## src/hdl/ssp_pkg.sv

```systemverilog
// Shared constants, state type and phase-width functions for the SPI clock-stop serial port.
package ssp_pkg;

  // Bits in one serial word, shifted most significant bit first.
  localparam int WORD_BITS = 8;

  // Bit-clock rise number that carries the last bit of a word.
  localparam logic [3:0] LAST_BIT = 4'h8;

  // Bit-clock rise number at which a master frame closes.
  localparam logic [3:0] END_RISE = 4'h9;

  // Clock-stop mode encodings; the upper bit set means clock-stop operation.
  localparam logic [1:0] MODE_EARLY = 2'b10;
  localparam logic [1:0] MODE_LATE  = 2'b11;

  // Generator setting forced in the slave role: CPU-derived input, divider one.
  localparam logic       SLAVE_SEL = 1'b1;
  localparam logic [7:0] SLAVE_DIV = 8'h01;

  // System clock cycles per generator input period when the CPU input is selected.
  localparam int CPU_PER_INPUT = 4;

  // Positions of the inputs inside the synchroniser vectors.
  localparam int SY_DR   = 0;
  localparam int SY_RXFS = 1;
  localparam int SY_TXFS = 2;
  localparam int SY_RXC  = 3;
  localparam int SY_TXC  = 4;
  localparam int SY_EXT  = 5;

  // Port state; Gray code along idle to master, while idle to slave changes both bits.
  typedef enum logic [1:0]
  {
    ST_IDLE   = 2'b00,
    ST_MASTER = 2'b01,
    ST_SLAVE  = 2'b11
  } ssp_state_t;

  // High phase width in half input periods; zero and odd dividers split evenly.
  function automatic logic [8:0] hi_halves(input logic [7:0] div);
    hi_halves = (!div[0] && div != 8'h00) ? {1'b0, div} + 9'h002 : {1'b0, div} + 9'h001;
  endfunction

  // Low phase width in half input periods.
  function automatic logic [8:0] lo_halves(input logic [7:0] div);
    lo_halves = (!div[0] && div != 8'h00) ? {1'b0, div} : {1'b0, div} + 9'h001;
  endfunction

endpackage

```

## src/hdl/ssp_gen_if.sv

```systemverilog
// Link between the port logic and its bit-clock generator.
`timescale 1ns/1ps
interface ssp_gen_if;
  logic       run;           // Generator runs while high, else parks at the start of high.
  logic       input_select;  // One selects CPU clock over four, zero the external clock.
  logic [7:0] divider;       // Divider field of the generator.
  logic       ext_level;     // Synchronised external sample-rate clock.
  logic       rise;          // One-cycle pulse at each generated rising edge.
  logic       fall;          // One-cycle pulse at each generated falling edge.

  modport gen  (input run, input input_select, input divider, input ext_level,
                output rise, output fall);
  modport user (output run, output input_select, output divider, output ext_level,
                input rise, input fall);
endinterface

```

## src/hdl/ssp_clkgen.sv

```systemverilog
// Bit-clock generator: input selection, divider and high and low phase widths.
`timescale 1ns/1ps
module ssp_clkgen
(
  input wire logic sys_clk,
  input wire logic rst,
  ssp_gen_if.gen   io
);

  // Whole state of the generator, including the counter the checks read.
  typedef struct packed
  {
    logic        pre;       // Halves the CPU clock to one tick per half input period.
    logic        ext_prev;  // Previous external level, for edge detection.
    logic [8:0]  cnt;       // Half input periods spent in the current phase.
    logic        level;     // Generated bit clock level.
    logic        rise;      // Registered rising-edge pulse.
    logic        fall;      // Registered falling-edge pulse.
    logic [11:0] cyc;       // System cycles since the last rising edge.
    logic        seen;      // A rising edge has occurred since the generator started.
  } ssp_gen_state_t;

  localparam ssp_gen_state_t GEN_RESET = '0;

  ssp_gen_state_t st_reg;
  ssp_gen_state_t st_next;
  logic           tick;

  //////////////////////////////////////////////////////////////////////////////////////////////

  // Counting half input periods lets a zero divider give a period of one input clock.
  always_comb
  begin
    st_next          = st_reg;
    tick             = 1'b0;
    st_next.rise     = 1'b0;
    st_next.fall     = 1'b0;
    st_next.ext_prev = io.ext_level;
    if (!io.run)
    begin
      // Parked with the prescaler primed: the first tick lands in the first running
      // cycle, so select leads the first edge by the full width and not one cycle more.
      st_next.pre   = 1'b1;
      st_next.cnt   = 9'h000;
      st_next.level = 1'b1;
      st_next.cyc   = 12'h000;
      st_next.seen  = 1'b0;
    end
    else
    begin
      if (io.input_select)
      begin
        // CPU input: a tick every two cycles is half of a four-cycle input period.
        st_next.pre = ~st_reg.pre;  // RQ2
        tick        = st_reg.pre;
      end
      else
      begin
        // External input: both edges of the pin each mark half an input period.
        tick = io.ext_level != st_reg.ext_prev;  // RQ2
      end
      if (tick)
      begin
        if (st_reg.level && st_reg.cnt + 9'h001 == ssp_pkg::hi_halves(io.divider))
        begin
          st_next.level = 1'b0;  // RQ4
          st_next.cnt   = 9'h000;
          st_next.fall  = 1'b1;
        end
        else if (!st_reg.level && st_reg.cnt + 9'h001 == ssp_pkg::lo_halves(io.divider))
        begin
          st_next.level = 1'b1;  // RQ3
          st_next.cnt   = 9'h000;
          st_next.rise  = 1'b1;
        end
        else
        begin
          st_next.cnt = st_reg.cnt + 9'h001;
        end
      end
      st_next.cyc  = st_reg.rise ? 12'h001 : st_reg.cyc + 12'h001;
      st_next.seen = st_reg.seen | st_reg.rise;
    end
  end

  // State register.
  always_ff @(posedge sys_clk)
  begin
    if (rst)
      st_reg <= GEN_RESET;
    else
      st_reg <= st_next;
  end

  assign io.rise = st_reg.rise;
  assign io.fall = st_reg.fall;

  //////////////////////////////////////////////////////////////////////////////////////////////

  gen_period_a: assert property (@(posedge sys_clk) disable iff (rst)  // RQ3
    (st_reg.rise && st_reg.seen && io.input_select && $stable(io.divider))
    |-> st_reg.cyc == ((12'(io.divider) + 12'h001) << 2))
    else $error("Bit clock period differs from one plus divider input periods.");

  gen_high_a: assert property (@(posedge sys_clk) disable iff (rst)  // RQ4
    (st_reg.fall && st_reg.seen && io.input_select && $stable(io.divider))
    |-> st_reg.cyc == (12'(ssp_pkg::hi_halves(io.divider)) << 1))
    else $error("Bit clock high width is wrong for this divider.");

  gen_source_a: assert property (@(posedge sys_clk) disable iff (rst)  // RQ2
    (st_reg.rise && !io.input_select && !$past(io.input_select))
    |-> $past(io.ext_level, 1) != $past(io.ext_level, 2))
    else $error("External input selected but edge came without an external edge.");

endmodule

```

## src/hdl/ssp_top.sv

```systemverilog
// SPI clock-stop serial port, master or slave, with its bit-clock generator.
`timescale 1ns/1ps
// What this block does
// [RQ1] Slave role forces generator to CPU over four.
// [RQ2] Input select picks CPU over four or pin.
// [RQ3] Bit clock period is divider plus one inputs.
// [RQ4] Even nonzero divider: high one longer; else even split.
// [RQ5] Master drives frame sync inverted as slave select.
// [RQ6] Slave inverts active-low select inputs before use.
// [RQ7] Master: transmit clock, sync out; receive in.
// [RQ8] Slave: all clocks and frame syncs inputs.
// [RQ9] Select low before rising edge starts transfer.
// [RQ10] Receive data sampled on rising bit clock.
// [RQ11] Transmit data changes after falling bit clock.
// [RQ12] Master select leads first edge by set time.
// [RQ13] Master select trails last edge by set time.
// [RQ14] Slave releases data pin when select rises.
// [RQ15] Slave drives first bit when select falls.
// [RQ16] Master clock idles at polarity between words.
module ssp_top
(
  input  wire logic       sys_clk,            // 25 MHz system clock, also the CPU clock.
  input  wire logic       rst,                // Synchronous reset, active high.
  input  wire logic       role_master,        // One for master, zero for slave.
  input  wire logic [1:0] clock_stop_mode,    // Clock-stop mode, 10b or 11b.
  input  wire logic       tx_clock_polarity,  // Idle level of the bit clock pin.
  input  wire logic       tx_sync_polarity,   // One: transmit frame sync is active low.
  input  wire logic       rx_sync_polarity,   // One: receive frame sync is active low.
  input  wire logic       gen_input_select,   // Generator input select, master role.
  input  wire logic [7:0] gen_divider,        // Generator divider, master role.
  input  wire logic       ext_sample_clock,   // External sample-rate clock pin.
  input  wire logic [7:0] tx_word,            // Word to send.
  input  wire logic       tx_start,           // Master: start a word while idle.
  input  wire logic       tx_bit_clock_i,     // Transmit bit clock pin level.
  input  wire logic       rx_bit_clock_i,     // Receive bit clock pin level.
  input  wire logic       tx_frame_sync_i,    // Transmit frame sync pin level.
  input  wire logic       rx_frame_sync_i,    // Receive frame sync pin level.
  input  wire logic       rx_data_pin,        // Receive data pin.
  output logic            tx_bit_clock_o,     // Transmit bit clock drive value.
  output logic            tx_bit_clock_oe,    // Transmit bit clock driven.
  output logic            tx_frame_sync_o,    // Transmit frame sync drive value.
  output logic            tx_frame_sync_oe,   // Transmit frame sync driven.
  output logic            tx_data_o,          // Transmit data drive value.
  output logic            tx_data_oe,         // Transmit data driven.
  output logic [7:0]      rx_word,            // Last word received.
  output logic            rx_valid,           // Pulse: rx_word was just updated.
  output logic            busy,               // Master frame in progress.
  output logic            tx_clock_dir,       // Transmit clock direction, one is output.
  output logic            tx_sync_dir,        // Transmit sync direction, one is output.
  output logic            rx_clock_dir,       // Receive clock direction, one is output.
  output logic            rx_sync_dir         // Receive sync direction, one is output.
);

  // Whole state of the port.
  typedef struct packed
  {
    logic [5:0]          sy1;      // First synchroniser stage, read only by the second.
    logic [5:0]          sy2;      // Second synchroniser stage.
    logic [5:0]          prev;     // Second stage one cycle late, for edges.
    ssp_pkg::ssp_state_t state;    // Port state.
    logic                run;      // Generator run request.
    logic                gen_sel;  // Effective generator input select.
    logic [7:0]          gen_div;  // Effective generator divider.
    logic [3:0]          rcnt;     // Master: rising edges since the frame began; slave: set to one at the first rise after select.
    logic [3:0]          rbits;    // Slave bits received in the current word.
    logic [7:0]          tx_sh;    // Transmit shifter.
    logic [7:0]          rx_sh;    // Receive shifter.
    logic [7:0]          rx_word;  // Received word.
    logic                rx_valid; // Word-received pulse.
    logic                busy;     // Master frame in progress.
    logic                clk_int;  // Internal bit clock, before pin inversion.
    logic                clk_pin;  // Bit clock pin value.
    logic                fs_pin;   // Frame sync pin value.
    logic                data_o;   // Data pin value.
    logic                data_oe;  // Data pin driven.
    logic                txc_dir;  // Direction flags.
    logic                txs_dir;
    logic                rxc_dir;
    logic                rxs_dir;
  } ssp_top_state_t;

  localparam ssp_top_state_t TOP_RESET = '0;
  localparam int             MSB       = ssp_pkg::WORD_BITS - 1;

  ssp_top_state_t st_reg;
  ssp_top_state_t st_next;
  logic           early;      // Mode 10b: first clock edge is a fall.
  logic           inv;        // Pin clock is the internal clock inverted.
  logic           sel_tx;     // Internal transmit select, active high.
  logic           sel_tx_p;
  logic           sel_rx;     // Internal receive select, active high.
  logic           tx_rise;
  logic           tx_fall;
  logic           rx_rise;
  logic [3:0]     r1;         // Master rise count after this rise.

  ssp_gen_if gen_bus();

  //////////////////////////////////////////////////////////////////////////////////////////////

  // Generator driven from registered settings, so a mid-word change lands cleanly.
  assign gen_bus.run          = st_reg.run;
  assign gen_bus.input_select = st_reg.gen_sel;
  assign gen_bus.divider      = st_reg.gen_div;
  assign gen_bus.ext_level    = st_reg.sy2[ssp_pkg::SY_EXT];

  ssp_clkgen u_gen
  (
    .sys_clk (sys_clk),
    .rst     (rst),
    .io      (gen_bus)
  );

  //////////////////////////////////////////////////////////////////////////////////////////////

  // Next-state logic for both roles. Every edge pulse is taken from the second stage on.
  always_comb
  begin
    st_next          = st_reg;
    st_next.rx_valid = 1'b0;
    st_next.sy1      = {ext_sample_clock, tx_bit_clock_i, rx_bit_clock_i,
                        tx_frame_sync_i, rx_frame_sync_i, rx_data_pin};
    st_next.sy2      = st_reg.sy1;
    st_next.prev     = st_reg.sy2;
    early    = clock_stop_mode == ssp_pkg::MODE_EARLY;
    inv      = tx_clock_polarity ^ early;
    // Slave select is inverted before use when its sync polarity bit marks it active low.
    sel_tx   = st_reg.sy2[ssp_pkg::SY_TXFS] ^ tx_sync_polarity;   // RQ6
    sel_tx_p = st_reg.prev[ssp_pkg::SY_TXFS] ^ tx_sync_polarity;
    sel_rx   = st_reg.sy2[ssp_pkg::SY_RXFS] ^ rx_sync_polarity;   // RQ6
    tx_rise  = (st_reg.sy2[ssp_pkg::SY_TXC] ^ inv) & ~(st_reg.prev[ssp_pkg::SY_TXC] ^ inv);
    tx_fall  = ~(st_reg.sy2[ssp_pkg::SY_TXC] ^ inv) & (st_reg.prev[ssp_pkg::SY_TXC] ^ inv);
    rx_rise  = (st_reg.sy2[ssp_pkg::SY_RXC] ^ inv) & ~(st_reg.prev[ssp_pkg::SY_RXC] ^ inv);
    r1       = st_reg.rcnt + 4'h1;
    // Only the transmit pair can ever drive; the receive pair is input in both roles.
    st_next.txc_dir = role_master;  // RQ7 RQ8
    st_next.txs_dir = role_master;  // RQ7 RQ8
    st_next.rxc_dir = 1'b0;         // RQ7 RQ8
    st_next.rxs_dir = 1'b0;         // RQ7 RQ8
    st_next.gen_sel = role_master ? gen_input_select : ssp_pkg::SLAVE_SEL;  // RQ1
    st_next.gen_div = role_master ? gen_divider : ssp_pkg::SLAVE_DIV;       // RQ1
    case (st_reg.state)
      ssp_pkg::ST_IDLE:
      begin
        // Between words the clock rests at its polarity level.
        st_next.run     = 1'b0;
        st_next.busy    = 1'b0;
        st_next.clk_int = early;  // RQ16
        st_next.data_oe = 1'b0;
        st_next.fs_pin  = tx_sync_polarity;
        if (!role_master)
        begin
          st_next.state = ssp_pkg::ST_SLAVE;
        end
        else if (tx_start && clock_stop_mode[1])
        begin
          // Select goes active now; the generator's start counts as rise zero.
          st_next.state   = ssp_pkg::ST_MASTER;
          st_next.run     = 1'b1;
          st_next.busy    = 1'b1;
          st_next.fs_pin  = ~tx_sync_polarity;  // RQ5 RQ9 RQ12
          st_next.data_oe = 1'b1;
          st_next.data_o  = tx_word[MSB];
          st_next.tx_sh   = tx_word;
          st_next.rcnt    = 4'h0;
        end
      end
      ssp_pkg::ST_MASTER:
      begin
        if (gen_bus.rise)
        begin
          st_next.rcnt = r1;
          if (r1 == ssp_pkg::END_RISE)
          begin
            // A period after the last rise is a low width after the last fall too.
            st_next.state   = ssp_pkg::ST_IDLE;  // RQ13
            st_next.run     = 1'b0;
            st_next.busy    = 1'b0;
            st_next.fs_pin  = tx_sync_polarity;
            st_next.data_oe = 1'b0;
            st_next.clk_int = early;  // RQ16
          end
          else
          begin
            // Rise zero is hidden, so the first visible rise is a period after select.
            st_next.clk_int = 1'b1;  // RQ12
            st_next.rx_sh   = {st_reg.rx_sh[MSB-1:0], st_reg.sy2[ssp_pkg::SY_DR]};  // RQ10
            if (r1 == ssp_pkg::LAST_BIT)
            begin
              st_next.rx_word  = {st_reg.rx_sh[MSB-1:0], st_reg.sy2[ssp_pkg::SY_DR]};
              st_next.rx_valid = 1'b1;
            end
          end
        end
        else if (gen_bus.fall)
        begin
          // Mode 10b shows the fall before rise one; mode 11b shows the one after rise eight.
          if (early ? st_reg.rcnt < ssp_pkg::LAST_BIT
                    : (st_reg.rcnt != 4'h0 && st_reg.rcnt <= ssp_pkg::LAST_BIT))
          begin
            st_next.clk_int = 1'b0;  // RQ12 RQ13
          end
          if (st_reg.rcnt != 4'h0 && st_reg.rcnt < ssp_pkg::LAST_BIT)
          begin
            st_next.tx_sh  = st_reg.tx_sh << 1;
            st_next.data_o = st_reg.tx_sh[MSB-1];  // RQ11
          end
        end
      end
      ssp_pkg::ST_SLAVE:
      begin
        st_next.run  = 1'b0;
        st_next.busy = 1'b0;
        if (role_master)
        begin
          st_next.state   = ssp_pkg::ST_IDLE;
          st_next.data_oe = 1'b0;
        end
        else
        begin
          if (sel_tx && !sel_tx_p)
          begin
            // First bit goes out on select alone, before any clock edge.
            st_next.data_oe = 1'b1;  // RQ15
            st_next.data_o  = tx_word[MSB];
            st_next.tx_sh   = tx_word;
            st_next.rcnt    = 4'h0;
          end
          else if (!sel_tx)
          begin
            st_next.data_oe = 1'b0;  // RQ14
          end
          else
          begin
            if (tx_rise)
              st_next.rcnt = 4'h1;
            // A fall before the first rise (mode 10b) must not skip bit one.
            if (tx_fall && st_reg.rcnt != 4'h0)
            begin
              st_next.tx_sh  = st_reg.tx_sh << 1;
              st_next.data_o = st_reg.tx_sh[MSB-1];  // RQ11
            end
          end
          if (!sel_rx)
          begin
            st_next.rbits = 4'h0;
          end
          else if (rx_rise)
          begin
            st_next.rx_sh = {st_reg.rx_sh[MSB-1:0], st_reg.sy2[ssp_pkg::SY_DR]};  // RQ10
            if (st_reg.rbits + 4'h1 == ssp_pkg::LAST_BIT)
            begin
              st_next.rx_word  = {st_reg.rx_sh[MSB-1:0], st_reg.sy2[ssp_pkg::SY_DR]};
              st_next.rx_valid = 1'b1;
              st_next.rbits    = 4'h0;
            end
            else
            begin
              st_next.rbits = st_reg.rbits + 4'h1;
            end
          end
        end
      end
      default:
      begin
        st_next.state = ssp_pkg::ST_IDLE;
      end
    endcase
    st_next.clk_pin = st_next.clk_int ^ inv;
  end

  // State register.
  always_ff @(posedge sys_clk)
  begin
    if (rst)
      st_reg <= TOP_RESET;
    else
      st_reg <= st_next;
  end

  assign tx_bit_clock_o   = st_reg.clk_pin;
  assign tx_bit_clock_oe  = st_reg.txc_dir;
  assign tx_frame_sync_o  = st_reg.fs_pin;
  assign tx_frame_sync_oe = st_reg.txs_dir;
  assign tx_data_o        = st_reg.data_o;
  assign tx_data_oe       = st_reg.data_oe;
  assign rx_word          = st_reg.rx_word;
  assign rx_valid         = st_reg.rx_valid;
  assign busy             = st_reg.busy;
  assign tx_clock_dir     = st_reg.txc_dir;
  assign tx_sync_dir      = st_reg.txs_dir;
  assign rx_clock_dir     = st_reg.rxc_dir;
  assign rx_sync_dir      = st_reg.rxs_dir;

  //////////////////////////////////////////////////////////////////////////////////////////////

  // The edge that leaves reset still shows reset settings, so it cannot start a check.
  slave_gen_a: assert property (@(posedge sys_clk) disable iff (rst)  // RQ1
    !rst && !role_master ##1 !role_master
    |-> gen_bus.input_select == ssp_pkg::SLAVE_SEL && gen_bus.divider == ssp_pkg::SLAVE_DIV)
    else $error("Slave role did not force the generator to CPU over four.");

  master_dirs_a: assert property (@(posedge sys_clk) disable iff (rst)  // RQ7
    busy |-> tx_clock_dir && tx_sync_dir && !rx_clock_dir && !rx_sync_dir)
    else $error("Master frame with wrong pin directions.");

  slave_dirs_a: assert property (@(posedge sys_clk) disable iff (rst)  // RQ8
    !role_master ##1 !role_master |-> !tx_bit_clock_oe && !tx_frame_sync_oe
                                      && !rx_clock_dir && !rx_sync_dir)
    else $error("Slave role drives a clock or frame sync pin.");

  master_select_a: assert property (@(posedge sys_clk) disable iff (rst)  // RQ5
    busy && $stable(tx_sync_polarity) |-> tx_frame_sync_o == !tx_sync_polarity)
    else $error("Slave select not active during a master frame.");

  idle_clock_a: assert property (@(posedge sys_clk) disable iff (rst)  // RQ16
    role_master && !busy && !$past(busy) && $stable(tx_clock_polarity)
    && $stable(clock_stop_mode) |-> tx_bit_clock_o == tx_clock_polarity)
    else $error("Master bit clock moved between words.");

  frame_end_a: assert property (@(posedge sys_clk) disable iff (rst)  // RQ13
    $fell(busy) |-> $past(gen_bus.rise) && $past(st_reg.rcnt) == ssp_pkg::LAST_BIT)
    else $error("Master select released at the wrong edge.");

  slave_release_a: assert property (@(posedge sys_clk) disable iff (rst)  // RQ14
    st_reg.state == ssp_pkg::ST_SLAVE && !role_master && !sel_tx |=> !tx_data_oe)
    else $error("Slave still drives data after select went inactive.");

  slave_first_a: assert property (@(posedge sys_clk) disable iff (rst)  // RQ15
    st_reg.state == ssp_pkg::ST_SLAVE && !role_master && sel_tx && !sel_tx_p
    |=> tx_data_oe && tx_data_o == $past(tx_word[MSB]))
    else $error("Slave did not present the first bit on select.");

endmodule

```

## config.mk

```make
export PLATFORM = sky130hd
export DESIGN_NAME = ssp_top
export DESIGN_NICKNAME = d
export VERILOG_FILES = /design/src/hdl/ssp_pkg.sv /design/src/hdl/ssp_gen_if.sv /design/src/hdl/ssp_clkgen.sv /design/src/hdl/ssp_top.sv
export SDC_FILE = /design/constraint.sdc
export NUM_CORES = 1
export LEC_CHECK = 0
export BUFFER_PORTS_ARGS = -buffer_cell sky130_fd_sc_hd__buf_2
export CAP_MARGIN = 20
export CELL_PAD_IN_SITES_DETAIL_PLACEMENT = 0
export CELL_PAD_IN_SITES_GLOBAL_PLACEMENT = 1
export CORE_ASPECT_RATIO = 1.5
export CORE_MARGIN = 2
export CORE_UTILIZATION = 47
export CTS_BUF_LIST = sky130_fd_sc_hd__clkbuf_16
export CTS_CLUSTER_DIAMETER = 120
export DETAILED_ROUTE_END_ITERATION = 10
export MAX_ROUTING_LAYER = met4
export PLACE_DENSITY_LB_ADDON = 0.1
export SYNTH_ARGS = -nofsm -noshare
export SYNTH_HDL_FRONTEND = slang
export SYNTH_SLANG_ARGS = --single-unit
```

## constraint.sdc

```tcl
create_clock -name sys_clk -period 6.32 [get_ports sys_clk]
set_clock_uncertainty 0.2 [all_clocks]
set_input_delay 0.632 -clock sys_clk [delete_from_list [all_inputs] [get_ports sys_clk]]
set_output_delay 0.632 -clock sys_clk [all_outputs]
set_load 0.05 [all_outputs]
```

# Word level (Yosys, flattened, before mapping)
# Index checks and enable logic that the tools add are counted.
dict set report classes {
  bitwise 20
  muxes 76
  shifts 0
  magnitude_cmp 2
  n_eq_ne 32
  n_reduce_logical 31
  n_addsub 5
  mul 0
  n_div 0
}
# operator count
set ops {}
lappend ops {{2-to-1 mux 17 bit} 3}
lappend ops {{2-to-1 mux 9 bit} 5}
lappend ops {{2-to-1 mux 4 bit} 9}
lappend ops {{2-to-1 mux 7 bit} 5}
lappend ops {{2-to-1 mux 33 bit} 1}
lappend ops {{2-to-1 mux 8 bit} 4}
lappend ops {{case mux 16 bit (2 select lines)} 1}
lappend ops {{2-to-1 mux 1 bit} 28}
lappend ops {{!= test 2 bit, second input constant} 13}
lappend ops {{case mux 7 bit (3 select lines)} 1}
lappend ops {{== test 9 bit} 2}
lappend ops {{2-to-1 mux 3 bit} 6}
lappend ops {{2-to-1 mux 16 bit} 1}
lappend ops {{== test 4 bit, second input constant} 3}
lappend ops {{!= test 3 bit, second input constant} 4}
lappend ops {{case mux 2 bit (3 select lines)} 2}
lappend ops {{case mux 4 bit (3 select lines)} 1}
lappend ops {{2-to-1 mux 10 bit} 1}
lappend ops {{adder 8 x 1 -> 9 bit, second input constant} 1}
lappend ops {{adder 8 x 2 -> 9 bit, second input constant} 1}
lappend ops {{adder 9 x 1 -> 9 bit, second input constant} 1}
lappend ops {{AND reduction 3 bit} 3}
lappend ops {{AND reduction 9 bit} 1}
lappend ops {{bitwise XOR 1 bit} 9}
lappend ops {{other kinds (29)} 60}
dict set report totals {
  inputBits 32
  n_memories 0
  ram_bits 0
  wordCells 195
  romBits 0
  latch_bits 0
  reg_bits 83
  out_inout_bits 20
}

# Depth between registers and ports, before layout
dict set report depth {
  ltp_word 11
  ltp_mapped 11
}

# Modules after synthesis
# A second synthesis with hierarchy kept.
dict set report hier_totals {
  cells_unflattened 510
  hier_area_um2 4581.9
}
# mod cells_per_inst seq_area_each_um2 instances area_per_inst_um2
set modules_own_cells {}
lappend modules_own_cells {ssp_top 329 1281.2 1 3040.4}
lappend modules_own_cells {ssp_clkgen 181 280.3 1 1541.5}

# Worst setup path before layout
# OpenSTA, ideal clock, no wires.
dict set report synth_timing {
  kind {input -> register}
  from {in clock_stop_mode[1]}
  to {reg st_reg (netlist bit rx_word[0])}
  stages 8
  required_ns 5.992
  t_arrival_ns 2.521
  setup_time_ns 0.128
  path_slack_ns 3.472
  path_cell_list {nor2b_1 -> xor2_1 -> mux2i_1 -> and3b_1 -> o22ai_1 -> nor2_2 -> mux2i_1 -> nor2_1}
}
dict set report synth_via {
  elab_chain_cells 7
  elab_cells_between_ends 8
  classes_between {2 x eq/ne; 5 x bitwise; 1 x reduce/logical}
}
# element line_no
set synth_rtl {}
lappend synth_rtl {{from (decl)} ssp_top.sv:25} ;# input wire logic [1:0] clock_stop_mode,
lappend synth_rtl {{== test 2 bit (*)} ssp_top.sv:125} ;# early = clock_stop_mode == ssp_pkg::MODE_EARLY;
lappend synth_rtl {{bitwise XOR 1 bit (*)} ssp_top.sv:126} ;# inv = tx_clock_polarity ^ early;
lappend synth_rtl {{bitwise XOR 1 bit} ssp_top.sv:133} ;# rx_rise = (st_reg.sy2[ssp_pkg::SY_RXC] ^ inv) & ~(st_reg.prev[ssp_pkg::SY_RXC] ^ inv);
lappend synth_rtl {{NOT 1 bit} ssp_top.sv:133}
lappend synth_rtl {{bitwise AND 1 bit (*)} ssp_top.sv:133}
lappend synth_rtl {{!= test 2 bit (no line) (*)} --}
lappend synth_rtl {{AND reduction 8 bit (no line) (*)} --}
lappend synth_rtl {{to (signal assigned)} ssp_top.sv:278} ;# st_reg <= st_next;
lappend synth_rtl {{to (decl)} ssp_top.sv:85} ;# ssp_top_state_t st_reg;
# Every way passes the cells marked *; elsewhere a longest branch is shown, timed or not.
# A chain may end at the register's enable or synchronous reset.

# Worst setup path after layout
dict set report layout_timing {
  from {reg u_gen.st_reg[16] in the netlist's numbering}
  to {reg u_gen.st_reg[22] in the netlist's numbering}
}
dict set report layout_via {
  elab_chain_cells 5
  elab_cells_between_ends 7
  classes_between {1 x add/sub; 2 x eq/ne; 2 x mux; 2 x reduce/logical}
}
# element line_no
set layout_rtl {}
lappend layout_rtl {{from (decl)} ssp_clkgen.sv:25} ;# ssp_gen_state_t st_reg;
lappend layout_rtl {{from (signal assigned)} ssp_clkgen.sv:92} ;# st_reg <= st_next;
lappend layout_rtl {{adder 9 x 1 -> 9 bit (*)} {ssp_clkgen.sv:64, ssp_clkgen.sv:70, ssp_clkgen.sv:78}}
lappend layout_rtl {{== test 9 bit} ssp_clkgen.sv:70} ;# else if (!st_reg.level && st_reg.cnt + 9'h001 == ssp_pkg::lo_halves(io.divider))
lappend layout_rtl {{logical AND 1 bit} ssp_clkgen.sv:70}
lappend layout_rtl {{2-to-1 mux 9 bit} ssp_clkgen.sv:70}
lappend layout_rtl {{2-to-1 mux 10 bit (*)} ssp_clkgen.sv:64} ;# if (st_reg.level && st_reg.cnt + 9'h001 == ssp_pkg::hi_halves(io.divider))
# Marks and branches as above.

==> reports/results.tsv <==
metric	value	unit
mux cell area share after synthesis	0.0344	
post-place instance area	4360	um^2
ant diodes	0	
largest cells by area after synthesis	dfxtp_1 38%, nor2b_1 5.4%, nor2_1 5.1%	
GRT busiest layer	met2	
reg-to-reg critical path endpoint	u_gen.st_reg[22]	
hold depth	1	
synth warn	0	
initial antenna violation count	0	
FF+latch count, synth	78	
Hold Fails Final Rpt	0	
Synth Area in Adders	0.0241	
WP data arrival	3300	ps
Post-synth EDFFs	0	
Slew headroom	0.474	
# clock sinks	78	
Post-Syn Area	4150	um^2
Post-synth top cells	78 x dfxtp_1, 56 x nor2_1, 36 x nor2b_1	
RSZ-0062 raised after global routing	false	
DR vias/cell	5.37	
P_leak	0.00192	uW
first-pass GRT wire length	15.4	mm
hold-critical path endpoint	st_next[59]	
met1 Usage GRT	0.227	
layout cells sized above 1	0.148	
met2 usage	0.369	
Rows	42	
combinational power share	0.126	
largest family of logic cells by synthesized area	simple AND/OR/NAND/NOR gates	
final setup TNS	0	ps
PD cells	263	nW/um^2
Hold WS	232	ps
area grow syn2layout	12.5	%
DR DRC count	0	
Power Internal	916	uW
largest net degree at the start of global routing	64	
gr usage total	0.211	
register share of total power	0.433	
post-CTS setup buffer count	0	
post-synthesis sequential area ratio	0.376	
fin crit period	3270	ps
Ports	52	
Crit Path Category	reg -> reg	
P_sw	313	uW
simple-gate area share of the yosys netlist	0.265	
fmax	305	MHz
endpoint type of the worst setup path	flip-flop	
Primary FF master, synth	dfxtp_1	
Final ANT Viol Nets	0	
HPWL Detailed	6.89	mm
Die Y	119	um
DRT iter0 DRCs	107	
Reg-to-Reg Start	u_gen.st_reg[16]	
Final setup viols	0	
drt total wl	9.21	mm
post-synthesis compound-gate area fraction	0.162	
Clk Latency, worst-skew pair	330	ps
number of buffers created by CTS	9	
outcome	finished, final reports clean	
Final Core Density	0.535	
placed insts	615	
Yosys top cell area share	0.376	
Clock power frac	0.441	
vias in the first global route	3364	
number of gates resized after cts	0	
Starting Density	0.476	
CTS tree	built	
first-pass iteration count of the detailed router	4	
hold wc startpoint	st_next[65]	
worst path required time	6350	ps
Worst R2R Setup Slack	3050	ps
xor and xnor fraction of the mapped netlist area	0.0808	
slew of the pin with the lowest slew margin	788	ps
period utilization	0.518	
grt ovf	0	
fin cells	631	
FF-to-FF path depth	9	
max reg flops	28	
IO Port Bufs	49	
clk root buf	clkbuf_16	
min-delay worst type	reg -> reg	
cell count after synthesis	489	
Max-Cap Viols	0	
area leader, netlist	dfxtp_1	
die width	80.7	um
switching part of the total	0.255	
hold_buf cts	0	
Reg clk slew, reported paths	60	ps
routed vias	3389	
pins over their slew limit	0	
htree depth	3	
synth unique cells	56	
core area	8720	um^2
critical path peak fanout	10	
Mean Syn Cell Area	8.48	um^2
clk buf depth	2	
Peak VDD IR	0.161	mV
worst setup path start	u_gen.st_reg[16]	
Routed WL per cell	14.6	um
startpoint types	flip-flop	
top-count cell post-synth	dfxtp_1	
NumNets Final	556	
post-route cell area	4670	um^2
DIE AREA	9610	um^2
RD Place Congestion	0.878	
Async SR Flop Fraction	0	
met3 GRT Util	0.0341	
[per-stage QoR]
step	setup slack, ps	total power (uW)
after floorplan	3470	660
after global placement	3010	697
after detailed placement	2960	697
after CTS	3030	1240
after global routing	2790	1290
final	3050	1230
[logic make-up (layout without fill, tap and decap cells)]
kind of cell / count (synthesis) / in the layout
buf+inv: 46 / 77
fa+ha+maj: 8 / 8
flops: 78 / 78
other cells: 1 / 2
xor+xnor: 32 / 32
compound gates: 98 / 98
simple gates: 212 / 212
mux: 14 / 14
[critical path, cell delays in order, from the launching register on]
cell       delay, ps
dfxtp_1          510
ha_1             260
nand3_1          250
or3_1            460
a21o_1           200
a2111oi_4        360
o2111ai_2        230
o211ai_4         360
o22ai_1          140
a21o_1           200
[power by group through the flow]
| stage | combinational (uW) | sequential (uW) | clock (uW) |
|---|---|---|---|
| final | 155 | 532 | 542 |
| after global routing | 172 | 535 | 581 |
| after floorplan | 114 | 547 | 0 |
| after detailed placement | 155 | 543 | 0 |
| after global placement | 154 | 543 | 0 |
| after CTS | 155 | 532 | 557 |
[routing by layer]
metal  vias up  routed length [um]
met5         -                   0
met4         0                 295
met3        21                 202
met2        55                4930
met1      1572                3790
li1       1741                   -
[worst max-delay path by stage]
stage | endpoint | slack (ps) | cells after the start
2_1_floorplan | rx_word[0] | 3470 | 8
3_3_place_gp | rx_word[6] | 3010 | 10
3_5_place_dp | rx_word[4] | 2960 | 10
4_1_cts | u_gen.st_reg[23] | 3030 | 9
5_1_grt | u_gen.st_reg[22] | 2790 | 10
6_report | u_gen.st_reg[22] | 3050 | 9
[area by class of cell]
| class | count | area [um^2] |
|---|---|---|
| fill | 864 | 4050 |
| multi-input combinational | 366 | 2360 |
| sequential | 78 | 1560 |
| timing repair buffer | 51 | 260 |
| clock buffer | 9 | 225 |
| tap | 110 | 138 |
| clock inverter | 7 | 88.8 |
| inverter | 10 | 37.5 |
[cell usage in the layout, fill, tap and decap left out, types with 3 or more instances in the layout]
cell type  instances
a211oi_1           3
a21o_1             7
a21oi_1           35
a221o_1            3
a221oi_1           7
a22o_1             3
and2_1            10
and3_1             6
and3b_1            3
buf_2             49
clkbuf_16          9
dfxtp_1           78
ha_1               8
inv_1             11
mux2i_1           12
nand2_1           35
nand2b_1          10
nand3_1           10
nor2_1            56
nor2b_1           36
nor3_1            18
nor3b_1            3
nor4_1             5
o21ai_0           16
o22ai_1            6
o31ai_1            3
or2_2              3
xnor2_1           19
xnor3_1            4
xor2_1             9
Note: power is estimated with default switching activity, not from simulation.
